==> src/include/alarm_pkg.sv <==
`default_nettype none
package alarm_pkg;
  // ==========================================================
  // Alarm codes
  localparam logic [11:0] ALM_049 = 12'h049;
  localparam logic [11:0] ALM_04E = 12'h04E;
  localparam logic [11:0] ALM_04F = 12'h04F;
  localparam logic [11:0] ALM_06B = 12'h06B;
  localparam logic [11:0] ALM_080 = 12'h080;
  localparam logic [11:0] ALM_082 = 12'h082;
  localparam logic [11:0] ALM_083 = 12'h083;
  localparam logic [11:0] ALM_084 = 12'h084;
  localparam logic [11:0] ALM_085 = 12'h085;
  localparam logic [11:0] ALM_090 = 12'h090;
  localparam logic [11:0] ALM_091 = 12'h091;
  localparam logic [11:0] ALM_092 = 12'h092;
  localparam logic [11:0] ALM_093 = 12'h093;
  localparam logic [11:0] ALM_0A1 = 12'h0A1;
  localparam logic [11:0] ALM_NONE = 12'h000;

  // ==========================================================
  // Condition slots, lowest index has highest priority
  localparam int NUM_COND = 15;
  localparam int CI_PARAM = 0;
  localparam int CI_ROTARY = 1;
  localparam int CI_MAINT = 2;
  localparam int CI_090 = 3;
  localparam int CI_080 = 4;
  localparam int CI_084 = 5;
  localparam int CI_082 = 6;
  localparam int CI_083 = 7;
  localparam int CI_085 = 8;
  localparam int CI_091 = 9;
  localparam int CI_092 = 10;
  localparam int CI_093 = 11;
  localparam int CI_049 = 12;
  localparam int CI_04E = 13;
  localparam int CI_04F = 14;
  localparam logic [11:0] COND_CODE [NUM_COND] = '{ALM_0A1, ALM_0A1, ALM_06B, ALM_090, ALM_080,
    ALM_084, ALM_082, ALM_083, ALM_085, ALM_091, ALM_092, ALM_093, ALM_049, ALM_04E, ALM_04F};

  // ==========================================================
  // Register map and reset values
  localparam logic [7:0] REG_CTRL = 8'h00;
  localparam logic [7:0] REG_STATUS = 8'h04;
  localparam logic [7:0] REG_COLL_CUR = 8'h08;
  localparam logic [7:0] REG_CNT_TH = 8'h0C;
  localparam logic [7:0] REG_DIST_TH = 8'h10;
  localparam logic [7:0] REG_LIM_POS = 8'h14;
  localparam logic [7:0] REG_LIM_NEG = 8'h18;
  localparam logic [7:0] REG_CNT = 8'h1C;
  localparam logic [7:0] REG_DIST = 8'h20;
  localparam int CTRL_ARST_BIT = 0;
  localparam int CTRL_COLL_EN_BIT = 1;
  localparam int STAT_HELD_BIT = 16;
  localparam logic [15:0] COLL_CUR_RST = 16'hFFFF;
  localparam logic [31:0] THRESH_RST = 32'h00000000;
  localparam logic [31:0] LIM_RST = 32'h00000000;
  localparam logic [7:0] TEACH_MAX_POS = 8'h3F;

  // Condensed code shown on the completed-position bits
  function automatic logic [3:0] simpleCode(input logic [11:0] c);
    logic [3:0] s;
    s = 4'h0;
    if (c >= ALM_090 && c <= ALM_093) s = 4'h2;
    else if (c >= ALM_080 && c <= ALM_085) s = 4'h3;
    else if (c == ALM_0A1) s = 4'h6;
    return s;
  endfunction

  // Message-level alarms lose against all others
  function automatic logic isMessage(input logic [11:0] c);
    return (c == ALM_04E) || (c == ALM_04F);
  endfunction
endpackage
`default_nettype wire

==> src/maint_counter.sv <==
`timescale 1ns/1ps
`default_nettype none
module maint_counter (
  input  wire logic        clk,
  input  wire logic        reset,
  input  wire logic        moveDone,
  input  wire logic [15:0] moveDistance,
  input  wire logic [31:0] countThresh,
  input  wire logic [31:0] distThresh,
  output logic [31:0]      moveCount,
  output logic [31:0]      distTotal,
  output logic             countExceeded,
  output logic             distExceeded
);
  import alarm_pkg::*;

  logic [31:0] moveCount_r;
  logic [31:0] distTotal_r;
  logic [32:0] cntSum;
  logic [32:0] distSum;

  // Saturating sums so the totals never wrap back under a threshold
  assign cntSum = {1'b0, moveCount_r} + 33'h000000001;
  assign distSum = {1'b0, distTotal_r} + {17'h00000, moveDistance};

  // ==========================================================
  // Movement totals
  always_ff @(posedge clk or posedge reset) begin
    if (reset) begin
      moveCount_r <= 32'h00000000;
      distTotal_r <= 32'h00000000;
    end else if (moveDone) begin
      moveCount_r <= cntSum[32] ? 32'hFFFFFFFF : cntSum[31:0];
      distTotal_r <= distSum[32] ? 32'hFFFFFFFF : distSum[31:0];
    end
  end

  // Threshold compare, a zero threshold disables the check
  assign moveCount = moveCount_r;
  assign distTotal = distTotal_r;
  assign countExceeded = (countThresh != THRESH_RST) && (moveCount_r > countThresh);
  assign distExceeded = (distThresh != THRESH_RST) && (distTotal_r > distThresh);
endmodule
`default_nettype wire

==> config.mk <==
export PLATFORM = sky130hd
export DESIGN_NAME = maint_counter
export DESIGN_NICKNAME = d
export VERILOG_FILES = /design/src/include/alarm_pkg.sv /design/src/maint_counter.sv
export SDC_FILE = /design/constraint.sdc
export NUM_CORES = 1
export LEC_CHECK = 0
export BUFFER_PORTS_ARGS = -buffer_cell sky130_fd_sc_hd__buf_2
export CAP_MARGIN = 20
export CORE_MARGIN = 4
export CORE_UTILIZATION = 35
export CTS_BUF_LIST = sky130_fd_sc_hd__clkbuf_4
export DETAILED_ROUTE_END_ITERATION = 8
export SLEW_MARGIN = 10
export SYNTH_ARGS = -nofsm -noshare
export SYNTH_HDL_FRONTEND = slang
export SYNTH_SLANG_ARGS = --single-unit
==> constraint.sdc <==
create_clock -name clk -period 3.65 [get_ports clk]
set_input_delay 0.1825 -clock clk [delete_from_list [all_inputs] [get_ports clk]]
set_output_delay 0.1825 -clock clk [all_outputs]
set_load 0.01 [all_outputs]
# Word level (Yosys, flattened, before mapping)
# Cells that the tools add are included.
[totals]
in_bits = 83
register_bits = 64
wordCells = 12
output_inout_bits = 66
[classes]
n_lt_le_gt_ge = 2
addsub = 2
muxes = 2
n_reduce_logical = 4
[op_table]
columns = ["op", "n"]
rows = [
  ["$gt A32 B32 Y1", 2],
  ["$mux W32", 2],
  ["$reduce_bool A32 Y1", 2],
  ["$add A32 B1 Y33 const B", 1],
  ["$add A32 B16 Y33", 1],
  ["$logic_and A1 B1 Y1", 2],
]

# Longest topological paths before layout
[depth]
depth_word = 2
mapped_depth = 11
ltp_nobuf = 9

# Least setup slack after synthesis
# OpenSTA, ideal clock, no wires.
[synth_timing]
path_type = "reg-to-reg"
from = "register distTotal_r[0] (netlist: distTotal[0])"
to = "register distTotal_r[30] (netlist: distTotal[30])"
arrival_time_ns = 2.536
setup_time_ns = 0.125
path_buffers = 1
path_slack_ns = 0.989
path_stages_with_launch = 11
synth_period_minus_slack_ns = 2.661
required_ns = 3.525
cell_sequence = "dfrtp_1 ha_1 fa_1 a21o_1 and4_1 o2111ai_1 a21oi_1 or2_1 clkbuf_2 nand4_1 mux2_2"
[synth_via]
elab_chain_len = 2
[synth_lines]
columns = ["item", "line_no", "text"]
rows = [
  ["start: declaration", "maint_counter.sv:18", "logic [31:0] distTotal_r;"],
  ["start signal: assignment", "maint_counter.sv:34", "distTotal_r <= distSum[32] ? 32'hFFFFFFFF : distSum[31:0];"],
  ["$add A32 B16 Y33", "maint_counter.sv:24", "assign distSum = {1'b0, distTotal_r} + {17'h00000, moveDistance};"],
  ["$mux W32", "maint_counter.sv:34", ""],
]
# Every way passes these cells.
# A chain may end at the register's enable or synchronous reset.

# Worst setup path in the final report
[layout_timing]
from = "register distTotal_r[0] (netlist: distTotal[0])"
to = "register distTotal_r[29] (netlist: distTotal[29])"
# Same word-level chain as after synthesis.

==> reports/results.txt <==
Max H-tree Level - 3
net switching share of the total power - 0.447
Max rail drop VDD - 176 µV
via count of the first global-routing pass - 5173
Diodes inserted - 0
share of flip-flops with an asynchronous set or reset after synthesis - 1.00
Final setup violation count - 0
worst-skew pair later-pin latency - 0.43 ns
post-placement setup slack - 0.576 ns
count of fill cells added during filler insertion - 1630
post-route worst setup slack - 0.586 ns
post-route worst hold slack - 0.136 ns
count of buffers inserted at the top-level ports - 148
flip-flop and latch count after synthesis - 64
I/O pins - 149
startpoint kind of the worst setup timing path - flip-flop
cells after synthesis - 658
hpwl dp - 12600 µm
effective utilization at floorplan - 0.359
critical-path maximum fanout - 26
clock share of power - 0.147
headroom to the max-slew limit - 0.358
class of the most critical setup path - reg2reg
core occupancy in the finished layout - 0.430
initial antenna violation count - 0
Max Clock Freq - 326 MHz
drt first-iter violations - 238
shortest period the worst path allows - 3.06 ns
Multi-input gate area - 3540 µm²
remaining global-route overflow - 0
Bufs on Longest Clock Path - 2
DIE WIDTH - 133 µm
Layout Area Growth over Synthesis - 19.7%
Avg WL per Cell - 15.3 µm
portion of the post-synthesis area used by sequential elements - 0.291
MaxCap Viol Count - 0
core area - 15300 µm²
Nets - 973
share of post-route cells with drive strength above 1 - 0.224
Root Buffer Master - clkbuf_4
Worst Max-Slew Pin Slew - 0.963 ns
unrepaired setup endpoints after global routing - false
antenna-violating nets left - 0
Net Switching - 1.48 mW
sequential power share - 0.326
warning count from the yosys run - 0
sum of negative setup slack - 0 ns
total standard cell area after synthesis - 5500 µm²
leakage power - 3.62 nW
Tot GR Track Use - 0.175
Sequential cell area - 1600 µm²
cell types occupying the most area after synthesis - dfrtp_1, ha_1, nand2_1
share of the clock period used by the worst path - 0.839
CTS tree - done
Power Density - 501 nW/µm²
number of flops mapped to enable cells by yosys - 0
mean area per synthesized cell - 8.36 µm²
Final Hold Fails - 0
Initial DRT Pass Iterations - 4
total CTS buffers - 9
flip-flop cell with the highest count after synthesis - dfrtp_1
first-pass GRT wire length - 25600 µm
vias per std cell - 5.16
type of the tightest min-delay check - in2reg
remaining design rule violation count - 0
die outline area - 17800 µm²
required time worst endpoint - 3.93 ns
total of cells resized after clock tree synthesis - 0
fraction of post-synthesis cell area in the top cell type by area - 0.291
count of different cell masters after synthesis - 55
combinational group share of total power - 0.527
Slew Limit Fails - 0
Setup crit end kind - flip-flop
clock slew at the register clock pins of the worst setup and hold paths - 0.12 ns
sinks on the clock net - 64
power after layout - 3.30 mW
internal portion of total power - 1.82 mW
status - finished, final reports clean
maximum number of pins on one net before global-route repair - 41
drt total wl - 15700 µm
post-route clock skew - 0.0169 ns
final estimated routing congestion in global placement - 0.903
routed vias - 5288
critical path arrival - 3.34 ns
number of nets in the synthesized netlist - 823
die boundary height - 133 µm
cell accounting for the most synthesized area - dfrtp_1
Site Rows - 45
-- power by group through the flow --
| stage | Clock [mW] | Combinational, mW | Sequential (mW) |
|---|---|---|---|
| floorplan | 0 | 1.16 | 1.11 |
| global placement | 0 | 1.73 | 1.09 |
| detailed placement | 0 | 1.74 | 1.10 |
| CTS | 0.503 | 1.75 | 1.08 |
| global route | 0.536 | 1.98 | 1.11 |
| finish | 0.484 | 1.74 | 1.08 |
-- critical path, stage by stage, from the launching register on --
cell and delay, ns:
dfrtp_1 0.41, ha_1 0.22, fa_1 0.41, a21o_1 0.21
and4_1 0.23, o2111ai_1 0.24, a21oi_1 0.17, or2_1 0.36
nand3_2 0.46, a41oi_1 0.21
-- final timing paths --
kind	from	slack [ns]	cells after the start	to
worst min register to register	distTotal[28]	0.56	1	distTotal[28]
min in group asynchronous	reset	0.36	3	distTotal[26]
worst max-delay path	distTotal[0]	0.59	9	distTotal[29]
worst max register to register	distTotal[0]	0.59	9	distTotal[29]
worst min-delay path	moveDistance[0]	0.14	4	distTotal[0]
max in group asynchronous	reset	2.33	4	moveCount[30]
-- per-layer routing --
layer	part of all wire	global-route usage
met3	0.082	0.0461
met4	0.0063	0.0286
met2	0.46	0.297
met1	0.46	0.230
met5	0	0
-- Yosys cell counts, types with 6 or more instances --
| cell type | n |
|---|---|
| a21oi_1 | 49 |
| dfrtp_1 | 64 |
| buf_2 | 6 |
| nor3_1 | 8 |
| nand2_1 | 75 |
| xnor2_1 | 10 |
| o21a_1 | 6 |
| o211ai_1 | 10 |
| inv_1 | 70 |
| and2_1 | 9 |
| and3_1 | 13 |
| nor2_1 | 34 |
| xor2_1 | 29 |
| nand4_1 | 27 |
| nor4_1 | 18 |
| a211oi_1 | 7 |
| ha_1 | 81 |
| nand3_1 | 23 |
| o21ai_0 | 36 |
| a21o_1 | 14 |
| a31oi_1 | 7 |
-- sequential cells by signal, indices dropped and copies added (netlist names) --
| register | count |
|---|---|
| distTotal | 32 |
| moveCount | 32 |
-- layout by cell type, fill, tap and decap left out, types with 3 or more instances in the layout --
master	count
a211oi_1	7
a31oi_1	7
nor2b_1	3
nor3_1	8
buf_4	4
ha_1	81
nor2_1	34
a21o_1	14
a2111oi_0	4
and4_1	5
mux2_2	3
nand4_1	27
clkbuf_4	9
nand3_1	23
a21oi_1	49
xor2_1	29
or3_1	3
o21a_1	6
dfrtp_1	64
o21ai_0	36
and3_2	3
buf_2	148
nor4_1	18
and3_1	13
nand2_1	75
o211ai_1	10
inv_1	69
and2_1	9
xnor2_1	10
-- metrics by stage --
stage,area (µm²),instances
floorplan,5500,658
global placement,6440,1007
detailed placement,6440,1007
CTS,6580,1024
global route,6580,1024
finish,6580,1024
-- cell type report --
| type | count | area share |
|---|---|---|
| Clock buffer | 9 | 0.0103 |
| Clock inverter | 7 | 0.00950 |
| Inverter | 70 | 0.0399 |
| Multi-Input combinational cell | 510 | 0.538 |
| Sequential cell | 64 | 0.243 |
| Tap cell | 211 | 0.0401 |
| Timing Repair Buffer | 153 | 0.119 |
-- cells by family after synthesis --
logic type / after synthesis / share of synthesized area
AND/OR/NAND/NOR: 234 / 0.217
AO/OA/AOI/OAI: 149 / 0.166
buffers and inverters: 84 / 0.0644
adder cells (fa/ha/maj): 82 / 0.188
flip-flops: 64 / 0.291
XOR/XNOR: 39 / 0.0621
multiplexers: 6 / 0.0118
-- what timing repair did --
item | 4_1_cts | 5_1_grt
buffers inserted | 0 | 0
hold endpoints to repair | 24 | 0
hold buffers | 1 | 0
Note: power is estimated with default switching activity, not from simulation.
